## config.mk

```make
export PLATFORM = sky130hd
export DESIGN_NAME = phy_rgmii_100tx_config_regs
export DESIGN_NICKNAME = d
export VERILOG_FILES = /design/src/design/phy_cfg_pkg.sv /design/src/design/phy_rgmii_100tx_config_regs.sv
export SDC_FILE = /design/constraint.sdc
export NUM_CORES = 1
export LEC_CHECK = 0
export BUFFER_PORTS_ARGS = -buffer_cell sky130_fd_sc_hd__buf_2
export CAP_MARGIN = 10
export CORE_MARGIN = 2
export CORE_UTILIZATION = 52
export DETAILED_ROUTE_END_ITERATION = 7
export PLACE_DENSITY = 0.79
export SLEW_MARGIN = 10
export SYNTH_ARGS = -nofsm -noshare
export SYNTH_HDL_FRONTEND = slang
export SYNTH_SLANG_ARGS = --single-unit
```

## constraint.sdc

```tcl
create_clock -name mclk -period 4.5 [get_ports mclk]
set_input_delay 0 -clock mclk [delete_from_list [all_inputs] [get_ports mclk]]
set_output_delay 0 -clock mclk [all_outputs]
set_load 0.01 [all_outputs]
```

## src/design/phy_cfg_pkg.sv

```systemverilog
// Package with register map, field layout, reset values and bus types of the PHY config bank.
package phy_cfg_pkg;
   // Register indices as printed; byte address is four times the index.
   localparam logic [7:0] mirror_config_idx = 8'h31;
   localparam logic [7:0] mac_if_control_idx = 8'h32;
   localparam logic [7:0] mac_if_control_two_idx = 8'h33;
   localparam logic [7:0] fast_ethernet_config_idx = 8'h43;
   localparam logic [7:0] rx_channel_skew_status_idx = 8'h55;
   localparam logic [7:0] soft_reset_idx = 8'h1f;
   // Field positions.
   localparam int mirror_en_pos = 0;
   localparam int mac_if_enable_pos = 7;
   localparam int rx_thr_lsb = 5;
   localparam int tx_thr_lsb = 3;
   localparam int tx_clk_shift_pos = 1;
   localparam int rx_clk_shift_pos = 0;
   localparam int async_fifo_skip_pos = 4;
   localparam int timeout_off_pos = 11;
   localparam int timeout_ms_lsb = 7;
   localparam int force_good_link_pos = 6;
   localparam int ternary_pos = 5;
   localparam int gap_pos = 4;
   localparam int decoder_skip_pos = 3;
   localparam int scrambler_off_pos = 2;
   localparam int odd_nibble_pos = 1;
   localparam int early_valid_pos = 0;
   localparam int channel_b_lsb = 4;
   localparam int soft_full_reset_pos = 15;
   // Reset values.
   localparam logic [1:0] fifo_thr_rst = 2'h2;
   localparam logic [3:0] timeout_ms_rst = 4'hf;
   localparam logic mac_if_enable_rst = 1'b1;
   localparam logic ternary_rst = 1'b1;
   // Fixed pattern of the read-only reserved bits 15:1 of the mirror register.
   localparam logic [15:0] mirror_fixed_pat = 16'h0010;
   // Descrambler timeout enforcement limit.
   localparam int long_packet_us = 1500;
   localparam int clk_mhz = 40;
   localparam int long_packet_cycles = long_packet_us * clk_mhz;
   // AXI4-Lite responses.
   localparam logic [1:0] resp_okay = 2'h0;
   localparam logic [1:0] resp_slverr = 2'h2;

   // Settings that steer the RGMII and 100BASE-TX logic.
   typedef struct packed {
      logic mirror_en;
      logic mac_if_enable;
      logic [1:0] rx_fifo_mid_threshold;
      logic [1:0] tx_fifo_mid_threshold;
      logic tx_clk_shift;
      logic rx_clk_shift;
      logic async_fifo_skip;
      logic unscramble_timeout_off;
      logic [3:0] unscramble_timeout_ms;
      logic force_good_link;
      logic enhanced_ternary_detect;
      logic enhanced_gap_detect;
      logic rx_block_decoder_skip;
      logic scrambler_off;
      logic odd_nibble_detect;
      logic early_receive_valid;
   } phy_ctrl_t;

   // Per-channel skew reported by the receive aligner.
   typedef struct packed {
      logic [3:0] channel_b_alignment;
      logic [3:0] channel_a_alignment;
   } skew_t;
endpackage : phy_cfg_pkg

```

## src/design/phy_rgmii_100tx_config_regs.sv

```systemverilog
// AXI4-Lite register bank holding the PHY mirror, RGMII and 100BASE-TX settings.
`timescale 1ns/1ps
`default_nettype none
module phy_rgmii_100tx_config_regs (
   input wire logic mclk,
   input wire logic sys_rst,
   input wire logic [11:0] s_axi_awaddr,
   input wire logic s_axi_awvalid,
   output logic s_axi_awready,
   input wire logic [31:0] s_axi_wdata,
   input wire logic [3:0] s_axi_wstrb,
   input wire logic s_axi_wvalid,
   output logic s_axi_wready,
   output logic [1:0] s_axi_bresp,
   output logic s_axi_bvalid,
   input wire logic s_axi_bready,
   input wire logic [11:0] s_axi_araddr,
   input wire logic s_axi_arvalid,
   output logic s_axi_arready,
   output logic [31:0] s_axi_rdata,
   output logic [1:0] s_axi_rresp,
   output logic s_axi_rvalid,
   input wire logic s_axi_rready,
   input wire phy_cfg_pkg::skew_t skew_in,
   input wire logic rx_packet_active,
   output phy_cfg_pkg::phy_ctrl_t ctrl,
   output logic rx_packet_abort
);
   phy_cfg_pkg::phy_ctrl_t ctrl_r;
   phy_cfg_pkg::skew_t skew_r;
   logic aw_held_r;
   logic w_held_r;
   logic [11:0] awaddr_r;
   logic [31:0] wdata_r;
   logic [3:0] wstrb_r;
   logic soft_rst_r;
   logic abort_r;
   logic [31:0] pkt_cnt_r;
   logic do_write;
   logic [7:0] wr_idx;
   logic [7:0] rd_idx;
   logic [15:0] wr_val;
   logic rd_hit;
   logic [15:0] rd_val;
   logic [31:0] long_limit;

   assign long_limit = phy_cfg_pkg::long_packet_cycles;

   // Address and data are caught independently; the write fires once both are held.
   assign do_write = aw_held_r && w_held_r && !s_axi_bvalid;
   assign wr_idx = awaddr_r[9:2];
   assign wr_val = wdata_r[15:0];
   assign rd_idx = s_axi_araddr[9:2];

   // Write address channel; ready is offered while no address is held.
   always_ff @(posedge mclk or posedge sys_rst) begin
      if (sys_rst) begin
         aw_held_r <= 1'b0;
         awaddr_r <= 12'h000;
         s_axi_awready <= 1'b0;
      end else begin
         s_axi_awready <= !aw_held_r && !(s_axi_awvalid && s_axi_awready);
         if (s_axi_awvalid && s_axi_awready) begin
            aw_held_r <= 1'b1;
            awaddr_r <= s_axi_awaddr;
         end else if (do_write) begin
            aw_held_r <= 1'b0;
         end
      end
   end

   // Write data channel, handled like the address channel.
   always_ff @(posedge mclk or posedge sys_rst) begin
      if (sys_rst) begin
         w_held_r <= 1'b0;
         wdata_r <= 32'h0000_0000;
         wstrb_r <= 4'h0;
         s_axi_wready <= 1'b0;
      end else begin
         s_axi_wready <= !w_held_r && !(s_axi_wvalid && s_axi_wready);
         if (s_axi_wvalid && s_axi_wready) begin
            w_held_r <= 1'b1;
            wdata_r <= s_axi_wdata;
            wstrb_r <= s_axi_wstrb;
         end else if (do_write) begin
            w_held_r <= 1'b0;
         end
      end
   end

   // Write response; unmapped addresses answer SLVERR and change nothing.
   always_ff @(posedge mclk or posedge sys_rst) begin
      if (sys_rst) begin
         s_axi_bvalid <= 1'b0;
         s_axi_bresp <= phy_cfg_pkg::resp_okay;
      end else if (do_write) begin
         s_axi_bvalid <= 1'b1;
         case (wr_idx)
            phy_cfg_pkg::mirror_config_idx,
            phy_cfg_pkg::mac_if_control_idx,
            phy_cfg_pkg::mac_if_control_two_idx,
            phy_cfg_pkg::fast_ethernet_config_idx,
            phy_cfg_pkg::rx_channel_skew_status_idx,
            phy_cfg_pkg::soft_reset_idx: s_axi_bresp <= phy_cfg_pkg::resp_okay;
            default: s_axi_bresp <= phy_cfg_pkg::resp_slverr;
         endcase
      end else if (s_axi_bready) begin
         s_axi_bvalid <= 1'b0;
      end
   end

   // Soft full reset bit: set by a write, clears itself on the next cycle as the defaults load.
   always_ff @(posedge mclk or posedge sys_rst) begin
      if (sys_rst) begin
         soft_rst_r <= 1'b0;
      end else begin
         soft_rst_r <= do_write && wr_idx == phy_cfg_pkg::soft_reset_idx && wstrb_r[1]
                       && wr_val[phy_cfg_pkg::soft_full_reset_pos];
      end
   end

   // Control fields. Only the low two byte lanes matter; reserved bits hold no storage.
   always_ff @(posedge mclk or posedge sys_rst) begin
      if (sys_rst) begin
         ctrl_r <= '0;
         ctrl_r.mac_if_enable <= phy_cfg_pkg::mac_if_enable_rst;
         ctrl_r.rx_fifo_mid_threshold <= phy_cfg_pkg::fifo_thr_rst;
         ctrl_r.tx_fifo_mid_threshold <= phy_cfg_pkg::fifo_thr_rst;
         ctrl_r.unscramble_timeout_ms <= phy_cfg_pkg::timeout_ms_rst;
         ctrl_r.enhanced_ternary_detect <= phy_cfg_pkg::ternary_rst;
      end else if (soft_rst_r) begin
         ctrl_r <= '0;
         ctrl_r.mac_if_enable <= phy_cfg_pkg::mac_if_enable_rst;
         ctrl_r.rx_fifo_mid_threshold <= phy_cfg_pkg::fifo_thr_rst;
         ctrl_r.tx_fifo_mid_threshold <= phy_cfg_pkg::fifo_thr_rst;
         ctrl_r.unscramble_timeout_ms <= phy_cfg_pkg::timeout_ms_rst;
         ctrl_r.enhanced_ternary_detect <= phy_cfg_pkg::ternary_rst;
      end else if (do_write) begin
         case (wr_idx)
            phy_cfg_pkg::mirror_config_idx: begin
               if (wstrb_r[0]) begin
                  ctrl_r.mirror_en <= wr_val[phy_cfg_pkg::mirror_en_pos];
               end
            end
            phy_cfg_pkg::mac_if_control_idx: begin
               if (wstrb_r[0]) begin
                  ctrl_r.mac_if_enable <= wr_val[phy_cfg_pkg::mac_if_enable_pos];
                  ctrl_r.rx_fifo_mid_threshold <= wr_val[phy_cfg_pkg::rx_thr_lsb +: 2];
                  ctrl_r.tx_fifo_mid_threshold <= wr_val[phy_cfg_pkg::tx_thr_lsb +: 2];
                  ctrl_r.tx_clk_shift <= wr_val[phy_cfg_pkg::tx_clk_shift_pos];
                  ctrl_r.rx_clk_shift <= wr_val[phy_cfg_pkg::rx_clk_shift_pos];
               end
            end
            phy_cfg_pkg::mac_if_control_two_idx: begin
               if (wstrb_r[0]) begin
                  ctrl_r.async_fifo_skip <= wr_val[phy_cfg_pkg::async_fifo_skip_pos];
               end
            end
            phy_cfg_pkg::fast_ethernet_config_idx: begin
               if (wstrb_r[1]) begin
                  ctrl_r.unscramble_timeout_off <= wr_val[phy_cfg_pkg::timeout_off_pos];
                  ctrl_r.unscramble_timeout_ms[3:1] <= wr_val[10:8];
               end
               if (wstrb_r[0]) begin
                  ctrl_r.unscramble_timeout_ms[0] <= wr_val[phy_cfg_pkg::timeout_ms_lsb];
                  ctrl_r.force_good_link <= wr_val[phy_cfg_pkg::force_good_link_pos];
                  ctrl_r.enhanced_ternary_detect <= wr_val[phy_cfg_pkg::ternary_pos];
                  ctrl_r.enhanced_gap_detect <= wr_val[phy_cfg_pkg::gap_pos];
                  ctrl_r.rx_block_decoder_skip <= wr_val[phy_cfg_pkg::decoder_skip_pos];
                  ctrl_r.scrambler_off <= wr_val[phy_cfg_pkg::scrambler_off_pos];
                  ctrl_r.odd_nibble_detect <= wr_val[phy_cfg_pkg::odd_nibble_pos];
                  ctrl_r.early_receive_valid <= wr_val[phy_cfg_pkg::early_valid_pos];
               end
            end
            default: begin
            end
         endcase
      end
   end

   // Settings leave through a register stage so every output comes from a flip-flop.
   always_ff @(posedge mclk or posedge sys_rst) begin
      if (sys_rst) begin
         ctrl <= '0;
         ctrl.mac_if_enable <= phy_cfg_pkg::mac_if_enable_rst;
         ctrl.rx_fifo_mid_threshold <= phy_cfg_pkg::fifo_thr_rst;
         ctrl.tx_fifo_mid_threshold <= phy_cfg_pkg::fifo_thr_rst;
         ctrl.unscramble_timeout_ms <= phy_cfg_pkg::timeout_ms_rst;
         ctrl.enhanced_ternary_detect <= phy_cfg_pkg::ternary_rst;
      end else begin
         ctrl <= ctrl_r;
      end
   end

   // Skew status is sampled every cycle from the receive aligner.
   always_ff @(posedge mclk or posedge sys_rst) begin
      if (sys_rst) begin
         skew_r <= '0;
      end else begin
         skew_r <= skew_in;
      end
   end

   // Descrambler timeout: a packet running past 1.5 ms is cut off unless enforcement is off.
   always_ff @(posedge mclk or posedge sys_rst) begin
      if (sys_rst) begin
         pkt_cnt_r <= 32'h0000_0000;
         abort_r <= 1'b0;
      end else if (!rx_packet_active) begin
         pkt_cnt_r <= 32'h0000_0000;
         abort_r <= 1'b0;
      end else begin
         if (pkt_cnt_r < long_limit) begin
            pkt_cnt_r <= pkt_cnt_r + 32'h0000_0001;
         end
         abort_r <= !ctrl_r.unscramble_timeout_off && pkt_cnt_r >= long_limit;
      end
   end
   assign rx_packet_abort = abort_r;

   // Read mux; reserved bits read zero except the fixed mirror pattern.
   always_comb begin
      rd_val = 16'h0000;
      rd_hit = 1'b1;
      case (rd_idx)
         phy_cfg_pkg::mirror_config_idx: begin
            rd_val = phy_cfg_pkg::mirror_fixed_pat;
            rd_val[phy_cfg_pkg::mirror_en_pos] = ctrl_r.mirror_en;
         end
         phy_cfg_pkg::mac_if_control_idx: begin
            rd_val[phy_cfg_pkg::mac_if_enable_pos] = ctrl_r.mac_if_enable;
            rd_val[phy_cfg_pkg::rx_thr_lsb +: 2] = ctrl_r.rx_fifo_mid_threshold;
            rd_val[phy_cfg_pkg::tx_thr_lsb +: 2] = ctrl_r.tx_fifo_mid_threshold;
            rd_val[phy_cfg_pkg::tx_clk_shift_pos] = ctrl_r.tx_clk_shift;
            rd_val[phy_cfg_pkg::rx_clk_shift_pos] = ctrl_r.rx_clk_shift;
         end
         phy_cfg_pkg::mac_if_control_two_idx: begin
            rd_val[phy_cfg_pkg::async_fifo_skip_pos] = ctrl_r.async_fifo_skip;
         end
         phy_cfg_pkg::fast_ethernet_config_idx: begin
            rd_val[phy_cfg_pkg::timeout_off_pos] = ctrl_r.unscramble_timeout_off;
            rd_val[10:7] = ctrl_r.unscramble_timeout_ms;
            rd_val[6:0] = {ctrl_r.force_good_link, ctrl_r.enhanced_ternary_detect,
                           ctrl_r.enhanced_gap_detect, ctrl_r.rx_block_decoder_skip,
                           ctrl_r.scrambler_off, ctrl_r.odd_nibble_detect,
                           ctrl_r.early_receive_valid};
         end
         phy_cfg_pkg::rx_channel_skew_status_idx: begin
            rd_val[7:0] = {skew_r.channel_b_alignment, skew_r.channel_a_alignment};
         end
         phy_cfg_pkg::soft_reset_idx: begin
            rd_val[phy_cfg_pkg::soft_full_reset_pos] = soft_rst_r;
         end
         default: rd_hit = 1'b0;
      endcase
   end

   // Read channel: one cycle from address to data, one read at a time.
   always_ff @(posedge mclk or posedge sys_rst) begin
      if (sys_rst) begin
         s_axi_arready <= 1'b0;
         s_axi_rvalid <= 1'b0;
         s_axi_rdata <= 32'h0000_0000;
         s_axi_rresp <= phy_cfg_pkg::resp_okay;
      end else begin
         s_axi_arready <= !s_axi_rvalid && !(s_axi_arvalid && s_axi_arready);
         if (s_axi_arvalid && s_axi_arready) begin
            s_axi_rvalid <= 1'b1;
            s_axi_rdata <= {16'h0000, rd_val};
            s_axi_rresp <= rd_hit ? phy_cfg_pkg::resp_okay : phy_cfg_pkg::resp_slverr;
         end else if (s_axi_rready) begin
            s_axi_rvalid <= 1'b0;
         end
      end
   end
endmodule : phy_rgmii_100tx_config_regs
`default_nettype wire

```

# == Yosys cells after proc, flatten, opt, wreduce, memory -nomap -nowiden ==
# Cells that the tools add are included.
# classes
muxes,31
addsub,1
magnitude_cmp,2
eq_ne,13
reduce_logical,38
# op_table
op,n
two-way mux 32 bit,2
equality test 8 x 6 -> 1 bit (second input constant),6
two-way mux 21 bit,2
adder 32 x 1 -> 32 bit (second input constant),1
equality test 8 x 7 -> 1 bit (second input constant),4
>= comparator 32 x 16 -> 1 bit (second input constant),1
less-than comparator 32 x 16 -> 1 bit (second input constant),1
nonzero test 2 bit,11
equality test 8 x 5 -> 1 bit (second input constant),2
AND reduction 3 bit,5
two-way mux 1 bit,14
two-way mux 7 bit,2
logical AND 1 bit,12
two-way mux 12 bit,1
OR reduction 6 bit,2
one-hot mux 3 bit (3 select lines),1
zero test 1 bit,8
two-way mux 4 bit,2
two-way mux 8 bit,1
one-hot mux 2 bit (4 select lines),1
one-hot mux 1 bit (5 select lines),1
two-way mux 2 bit,2
one-hot mux 1 bit (3 select lines),1
!= test 2 x 1 -> 1 bit (second input constant),1
one-hot mux 1 bit (2 select lines),1
# word_totals
out_inout_bits,63
in_bits,76
elab_cells,136
ff_bits,136

# == Depth between registers and ports, before layout ==
# Gate-level depths: netlist (run 1).
# depth
depth_word,5
ltp_mapped,7
mapped_depth_nobuf,6

# == Worst setup path after synthesis (run 1) ==
# OpenSTA, ideal clock, no wires.
# synth_timing
path_type,register -> register
startpoint,reg pkt_cnt_r[31]
endpoint,reg pkt_cnt_r[10]
setup_ns,0.078
arrival_time_ns,1.700
setup_slack_ns,2.722
synth_period_minus_slack_ns,1.778
n_path_buf,1
stages_incl_launch_ff,7
required_time_ns,4.422
path_cell_list,dfrtp_1 -> nor4_1 -> and4_1 -> buf_6 -> o21ai_4 -> or4_1 -> a21oi_1
# synth_via
elab_chain_len,2
# synth_rtl
item,line_no,text
"start, declared",phy_rgmii_100tx_config_regs.sv:38,logic [31:0] pkt_cnt_r;
"start signal, assigned",phy_rgmii_100tx_config_regs.sv:214,pkt_cnt_r <= pkt_cnt_r + 32'h0000_0001;
less-than comparator 32 x 16 -> 1 bit,phy_rgmii_100tx_config_regs.sv:213,if (pkt_cnt_r < long_limit) begin
!= test 2 x 1 -> 1 bit (no line),--,
# Every way passes these cells.
# A chain may end at the register's enable or synchronous reset.

# == Worst setup path after layout (run 1) ==
# layout_timing
startpoint,in s_axi_araddr[9]
endpoint,reg s_axi_rresp[1]
# layout_via
elab_chain_len,4
elab_cells_between_ends,9
classes_between,eq/ne: 6; mux: 2; reduce/logical: 1
# layout_rtl
item,line_no,text
"start, declared",phy_rgmii_100tx_config_regs.sv:17,"input wire logic [11:0] s_axi_araddr,"
equality test 8 x 5 -> 1 bit (tied with other cells),phy_rgmii_100tx_config_regs.sv:225,case (rd_idx)
OR reduction 6 bit (no line) *,--,
two-way mux 1 bit *,phy_rgmii_100tx_config_regs.sv:225,
two-way mux 2 bit *,phy_rgmii_100tx_config_regs.sv:270,s_axi_rresp <= rd_hit ? phy_cfg_pkg::resp_okay : phy_cfg_pkg::resp_slverr;
"end signal, assigned",phy_rgmii_100tx_config_regs.sv:264,s_axi_rresp <= phy_cfg_pkg::resp_okay;
"end signal, assigned",phy_rgmii_100tx_config_regs.sv:270,
"end, declared",phy_rgmii_100tx_config_regs.sv:21,"output logic [1:0] s_axi_rresp,"
# Every way passes the cells marked *; elsewhere a longest branch is shown, timed or not.

==> results_dict.tcl, run 1 <==
set metrics [dict create \
    clock_sinks 129 \
    viasPerCell 5.457 \
    cts-resized-gates 0 \
    ys_ff_latch 129 \
    async_flop_share_pct 100.0 \
    drive_gt1_share_pct 28.45 \
    start_util_pct 53.72 \
    path_clk_slew_ns 0.06 \
    avgRoutedWirePerCell_um 17.09 \
    vias 3967 \
    rows 36 \
    r2r-start "pkt_cnt_r[18]$_DFFE_PP0P_" \
    rrSetupSlack_ns 2.31 \
    hold_class "in2reg" \
    worst_ep_arrival_time_ns 2.68 \
    cp.depth 9 \
    critPathTopFamily "buffers and inverters" \
    reg2reg_depth 5 \
    drc 0 \
    finalSetupViolCount 0 \
    crit_type "in2reg" \
    critPathCaptureType "flop" \
    grt_pass1_vias 4194 \
    drv_cap 0 \
    coreArea_um2 9819 \
    seq_area_frac_synth_pct 61.57 \
    dieHeight_um 104.7 \
    dp_hpwl_um 7267 \
    io_buffers 88 \
    fp.dieW_um 104.7 \
    gp_congestion 0.8117 \
    finalHoldViolations 0 \
    yosys_warnings 0 \
    cts_buffers 17 \
    slew-limit-headroom_pct 31.96 \
    p_leak_nw 3.303 \
    antenna_left 0 \
    gr-total-overflow 0 \
    critPathMaxFanout 3 \
    grt_pass1_wl_um 20800 \
    synth_flop_cell "dfrtp_1" \
    antenna_found_initial 0 \
    fin_tns_setup_ns 0 \
    fmax_mhz 441.6 \
    drt_iter0_drc 243 \
    internal_power_mw 2.521 \
    path_cells "dlygate4sd3_1 -> buf_2 -> nand4bb_1 -> nor3_1 -> o21ai_0 -> dlygate4sd3_1 -> nand4_1 -> dlygate4sd3_1 -> nand2_1" \
    synth_area_um2 5275 \
    slew_viol_final 0 \
    synthToLayoutAreaGrowth_pct 29.34 \
    firstDrtPassIters 4 \
    critPathBufInv 4 \
    cts_tree "done" \
    synth_edf_count 0 \
    synth_cell_types 56 \
    p_clk_share_pct 41.1 \
    status "finished clean" \
    cp-startpoint "s_axi_araddr[9]" \
    io_pins 139 \
    grt_max_degree 86 \
    r2r_end "pkt_cnt_r[10]$_DFFE_PP0P_" \
    grtUsageTotal_pct 24.53 \
    power_switching_mw 0.9232 \
    p_comb_share_pct 14.4 \
    cts_root_buf "clkbuf_8" \
    setup.worst_path.end "s_axi_rresp[1]$_DFFE_PP0P_" \
    num-nets-final 659 \
    worstPathRequired_ns 4.92 \
    crit_path_start_kind "input pin" \
    crit_path_top_delay_cell "dlygate4sd3_1" \
    fin_skew_ns 0.007735 \
    clock_path_buffers 2 \
    clock_latency_ns 0.53 \
    die-area_um2 10970 \
    p_sw_share_pct 26.81 \
    ir_worst_vdd_uv 501.4 \
    pwr-share-seq_pct 44.5 \
    cpMostUsedCell "dlygate4sd3_1" \
    htreeDepth 4 \
    period_needed_ns 2.265 \
    avgSynthCellArea_um2 11.96 \
    fin_util_pct 69.48 \
    worst_pin_slew_ns 1.021 \
    diodes 0 \
    p_per_area_nw_per_um2 504.8 \
    wl_um 12420 \
    slowest_delay_ns 0.58 \
    netlist_instances 441 \
    rsz0062_at_grt "false" \
    period_share_pct 50.32 \
]
-- per-layer routing --
metal  share of wire [%]  GRT usage [%]
met3                 6.2          6.675
met1                  41          29.64
met4                 2.6          10.76
met2                  50          41.23
met5                   0              0
-- layout make-up --
class	count	area [um^2]
flip-flops and latches	129	3248
fillers	673	2997
multi-input cells	282	1833
repair buffers	134	898.4
clock buffers	19	421.7
clock inverters	13	188.9
well taps	133	166.4
inverters	17	66.31
-- through the flow --
step	cell area, um^2	worst slack (ns)	cells	power [mW]	hold slack, ns
2_1_floorplan	5350	1.085	461	1.830	0.03143
6_report	6823	2.235	727	3.444	0.02968
4_1_cts	6817	2.304	727	3.440	0.06699
3_3_place_gp	5756	2.406	650	1.955	0.1086
3_5_place_dp	5756	2.353	650	1.986	0.1096
5_1_grt	6823	2.179	727	3.598	0.05567
-- cells in the mapped netlist (all sizes together), types with 9 or more instances --
master  count  share of area (%)
nand2      33                2.3
nand4       9                1.1
mux2       27                5.8
dfstp      16                8.0
clkbuf     10               0.71
nor4       10                1.4
dfrtp     113                 54
a21oi      12                1.1
and2       18                2.1
o21ai      21                2.2
nor2       32                2.3
inv        17                1.2
buf        23                3.3
nand3      10               0.95
-- worst min-delay path by stage --
| stage | startpoint | to | slack, ns | cells past startpoint |
|---|---|---|---|---|
| after floorplan | skew_in[0] | skew_r[0]$_DFF_PP0_ | 0.03 | 0 |
| after global placement | skew_in[0] | skew_r[0]$_DFF_PP0_ | 0.11 | 1 |
| after detailed placement | skew_in[0] | skew_r[0]$_DFF_PP0_ | 0.11 | 1 |
| after CTS | s_axi_araddr[4] | s_axi_rdata[0]$_DFFE_PP0P_ | 0.07 | 5 |
| after global routing | s_axi_araddr[4] | s_axi_rdata[7]$_DFFE_PP0P_ | 0.06 | 4 |
| final | s_axi_araddr[4] | s_axi_rdata[7]$_DFFE_PP0P_ | 0.03 | 4 |
-- power by group through the flow --
| stage | logic (mW) | registers [mW] | clock network (mW) |
|---|---|---|---|
| after CTS | 0.493 | 1.53 | 1.42 |
| final | 0.495 | 1.53 | 1.42 |
| after detailed placement | 0.450 | 1.54 | 0 |
| after floorplan | 0.312 | 1.52 | 0 |
| after global placement | 0.430 | 1.53 | 0 |
| after global routing | 0.553 | 1.56 | 1.48 |
-- registers in the layout, summed over array words and instances, names as in the netlist --
name / count
wstrb_r: 2
ctrl: 21
s_axi_arready: 1
wdata_r: 13
ctrl_r: 21
s_axi_bvalid: 1
s_axi_rresp: 1
s_axi_wready: 1
aw_held_r: 1
pkt_cnt_r: 32
skew_r: 8
s_axi_bresp: 1
w_held_r: 1
soft_rst_r: 1
s_axi_awready: 1
awaddr_r: 8
s_axi_rvalid: 1
s_axi_rdata: 13
rx_packet_abort: 1
-- tightest hold or removal path, cell delays in order --
cell and delay [ns]:
buf_2 0.14, nor4_2 0.11, a21oi_1 0.18, o21ai_1 0.07
-- logic make-up after synthesis --
family                     count (synthesis)  share of synthesized area [%]
and+or+nand+nor                          148                          15.28
DFF                                      129                          61.57
AOI/OAI and AO/OA                         72                          9.488
buffers and inverters                     50                          5.218
muxes                                     33                          6.902
xor gates and xnor gates                   6                         0.9962
adders and majority gates                  2                         0.4743
other                                      1                        0.07109
-- placed cells by master, fill, tap and decap left out, types with 3 or more instances in the layout --
cell type,n
a211o_1,6
nand4b_1,4
xor2_1,4
dlygate4sd3_1,45
dfstp_2,16
or4_1,4
nor2_1,32
a22o_1,6
bufinv_16,4
nor2b_1,5
nand2_1,33
nand4_1,9
mux2_2,27
o31ai_1,5
dfrtp_1,113
clkinv_4,5
conb_1,21
nor3_1,3
a22oi_1,4
nand3_1,10
or3_1,3
and2_1,18
inv_1,16
nor4_1,7
mux2i_1,6
o21ai_0,19
buf_2,88
nand2b_1,5
o211ai_1,3
a21oi_1,12
nor4_2,3
clkbuf_16,16
-- repair_timing --
action / in CTS / in global routing
hold buffers: 45 / 0
buffers inserted: 0 / 0
setup endpoints to repair: 0 / 0
endpoints found under the hold margin: 144 / 0
Note: power is estimated with default switching activity, not from simulation.
==> run 2, diff against run 1 <==
--- a/config.mk
+++ b/config.mk
@@ -5,10 +5,11 @@
 export SDC_FILE = /design/constraint.sdc
 export NUM_CORES = 1
 export LEC_CHECK = 0
+export ABC_AREA = 1
 export BUFFER_PORTS_ARGS = -buffer_cell sky130_fd_sc_hd__buf_2
 export CAP_MARGIN = 10
 export CORE_MARGIN = 2
-export CORE_UTILIZATION = 52
+export CORE_UTILIZATION = 53
 export DETAILED_ROUTE_END_ITERATION = 7
 export PLACE_DENSITY = 0.79
 export SLEW_MARGIN = 10
==> constraint.sdc (replaced) <==
create_clock -name mclk -period 2.24 [get_ports mclk]
set_input_delay 0 -clock mclk [delete_from_list [all_inputs] [get_ports mclk]]
set_output_delay 0 -clock mclk [all_outputs]
set_load 0.01 [all_outputs]
==> run 2 against run 1 <==
  * Combinational power grew to 2.6 times the previous value
  * Clock skew is 0.0043 ns higher
  * First-iteration DRC count increased by 72%
  * Non-clock buffer count is 17 higher
  * Sequential power grew 97%
  * Highest routed layer unchanged
  * Critical endpoint is now s_axi_rdata[1]$_DFFE_PP0P_
==> results_dict.tcl, run 2 <==
set metrics [dict create \
    status "finished clean" \
    drc 0 \
    crit_type "in2reg" \
    critPathMaxFanout 7 \
    vias 5021 \
    synth_flop_cell "dfrtp_1" \
    die-area_um2 11680 \
    yosysMostFrequentCell "nand2_1" \
    crit_path_start_kind "input pin" \
    rsz0062_at_grt "false" \
    io_pins 139 \
    gr-total-overflow 0 \
    coreArea_um2 10700 \
    clock_path_buffers 2 \
    grt_pass1_wl_um 22540 \
    htreeDepth 4 \
    yosysTopAreaCellShare_pct 49.25 \
    gp_congestion 0.9350 \
    synth_area_leaders "dfrtp_1 49%, nand2_1 13%, dfstp_2 7.3%" \
    dieHeight_um 108.1 \
    drive_gt1_share_pct 19.42 \
    grtUsageMet3_pct 5.967 \
    slew_viol_final 0 \
    drt_iter0_drc 418 \
    fin_skew_ns 0.01205 \
    grt_use_met1_pct 31.68 \
    path_clk_slew_ns 0.07 \
    ys_ff_latch 129 \
    avgSynthCellArea_um2 8.608 \
    clock_sinks 129 \
    worst_pin_slew_ns 0.8198 \
    power_mw 7.274 \
    num-nets-final 899 \
    cts_tree "done" \
    p_per_area_nw_per_um2 973.1 \
    async_flop_share_pct 100.0 \
    top_regs "pkt_cnt_r (32), ctrl (21), ctrl_r (21)" \
    grt_max_degree 130 \
    synthToLayoutAreaGrowth_pct 30.18 \
    dp_hpwl_um 8540 \
    worst_slack_ns 0.3671 \
    final_area_um2 7475 \
    grt_busiest_layer "met2" \
    grtUsageTotal_pct 25.13 \
    diodes 0 \
    synth_largest_area_cell "dfrtp_1" \
    io_buffers 88 \
    hold_class "in2reg" \
    synth_commonest_cells "200 x nand2_1, 113 x dfrtp_1, 71 x nand3_1, 70 x inv_1, 67 x nor2_1" \
    synth_cell_types 35 \
    fp.dieW_um 108.1 \
    p_leak_nw 4.059 \
    antenna_found_initial 0 \
    synth_area_um2 5742 \
    start_util_pct 53.67 \
    finalSetupViolCount 0 \
    regMostFlops "pkt_cnt_r" \
    clock_latency_ns 0.53 \
    fin_tns_setup_ns 0 \
    finalHoldViolations 0 \
    yosys_warnings 0 \
    period_share_pct 83.61 \
    seq_area_frac_synth_pct 56.57 \
    viasPerCell 5.155 \
    slew-limit-headroom_pct 45.35 \
    use_met2_pct 42.95 \
    firstDrtPassIters 8 \
    largest_register_ffs 32 \
    fmax_mhz 533.9 \
    netlist_instances 667 \
    grt_pass1_vias 4781 \
    postPlaceCellArea_um2 6246 \
    rows 38 \
    worst_ep_arrival_time_ns 2.34 \
    cts_root_buf "clkbuf_8" \
    drv_cap 0 \
    ir_worst_vdd_uv 610.3 \
    synth_edf_count 0 \
    layout_common_cells "200 x nand2_1, 113 x dfrtp_1, 88 x buf_2" \
    worstPathRequired_ns 2.71 \
    cts_buffers 17 \
    avgRoutedWirePerCell_um 14.26 \
    mostFrequentLayoutCell "nand2_1" \
    critPathCaptureType "flop" \
    antenna_left 0 \
    place_ws_ns 0.6861 \
    period_needed_ns 1.873 \
    wl_um 13890 \
]
==> run 2: repair_timing <==
item                                   in CTS  in global routing
buffers inserted                            0                  0
setup endpoints to repair                   0                  1
hold buffers                               58                  2
endpoints found under the hold margin     160                  1
resized for setup                           0                  1
==> run 2: per-stage QoR <==
step	std cells	util, %	hold slack (ns)
finish	974	69.87	0.03735
floorplan	687	-	0.03143
CTS	973	69.75	0.004904
global route	974	69.87	0.06066
detailed placement	883	58.39	0.1097
global placement	883	58.39	0.1093
==> run 2: routing by layer <==
metal  share of wire (%)  wire length (um)
met4                 1.2               167
met1                  40              5587
met3                 6.3               881
met5                   0                 0
met2                  52              7249
==> run 2: report_power, final <==
part | internal [mW] | total, mW | leakage [nW] | switching [mW]
Clock | 1.85 | 2.96 | 0.306 | 1.11
Combinational | 0.541 | 1.30 | 2.09 | 0.754
Sequential | 2.75 | 3.02 | 1.66 | 0.270
Total | 5.14 | 7.27 | 4.06 | 2.14
==> run 2: layout make-up <==
class                      instances  area (um^2)
inverter                          73        277.8
clock buffer                      17        414.1
clock inverter                    15        221.5
sequential                       129         3248
multi-input combinational        449         2064
fill                             773         3223
timing repair buffer             151         1074
tap                              140        175.2
==> run 2: worst max-delay path, stage by stage <==
cell and delay, ns:
dlygate4sd3_1 0.54, buf_2 0.14, inv_1 0.06, nand2_1 0.08, nor2_1 0.26, nand2_1 0.20
inv_1 0.25, nand2_1 0.09, nand3_1 0.08, nand2_1 0.05, nand2_1 0.06, dlygate4sd3_1 0.53
==> run 2: worst paths after layout <==
kind,from,to,slack (ns),cells after the start
max in group asynchronous,sys_rst,wdata_r[1]$_DFFE_PP0P_,1.56,4
worst min register to register,ctrl_r[9]$_DFFE_PP1P_,ctrl[9]$_DFF_PP1_,0.36,0
min in group asynchronous,sys_rst,awaddr_r[8]$_DFFE_PP0P_,0.18,4
worst min-delay path,s_axi_araddr[8],s_axi_rdata[6]$_DFFE_PP0P_,0.04,7
worst max-delay path,s_axi_araddr[4],s_axi_rdata[1]$_DFFE_PP0P_,0.37,12
worst max register to register,s_axi_wready$_DFF_PP0_,wdata_r[0]$_DFFE_PP0P_,0.40,6
==> run 2: logic make-up after synthesis <==
| logic type | count (synthesis) | synth area share [%] |
|---|---|---|
| xor+xnor | 7 | 1.068 |
| fa+ha+maj | 2 | 0.4358 |
| compound gates | 42 | 3.988 |
| buf+inv | 109 | 8.825 |
| other cells | 1 | 0.06531 |
| flops | 129 | 56.57 |
| simple gates | 377 | 29.05 |
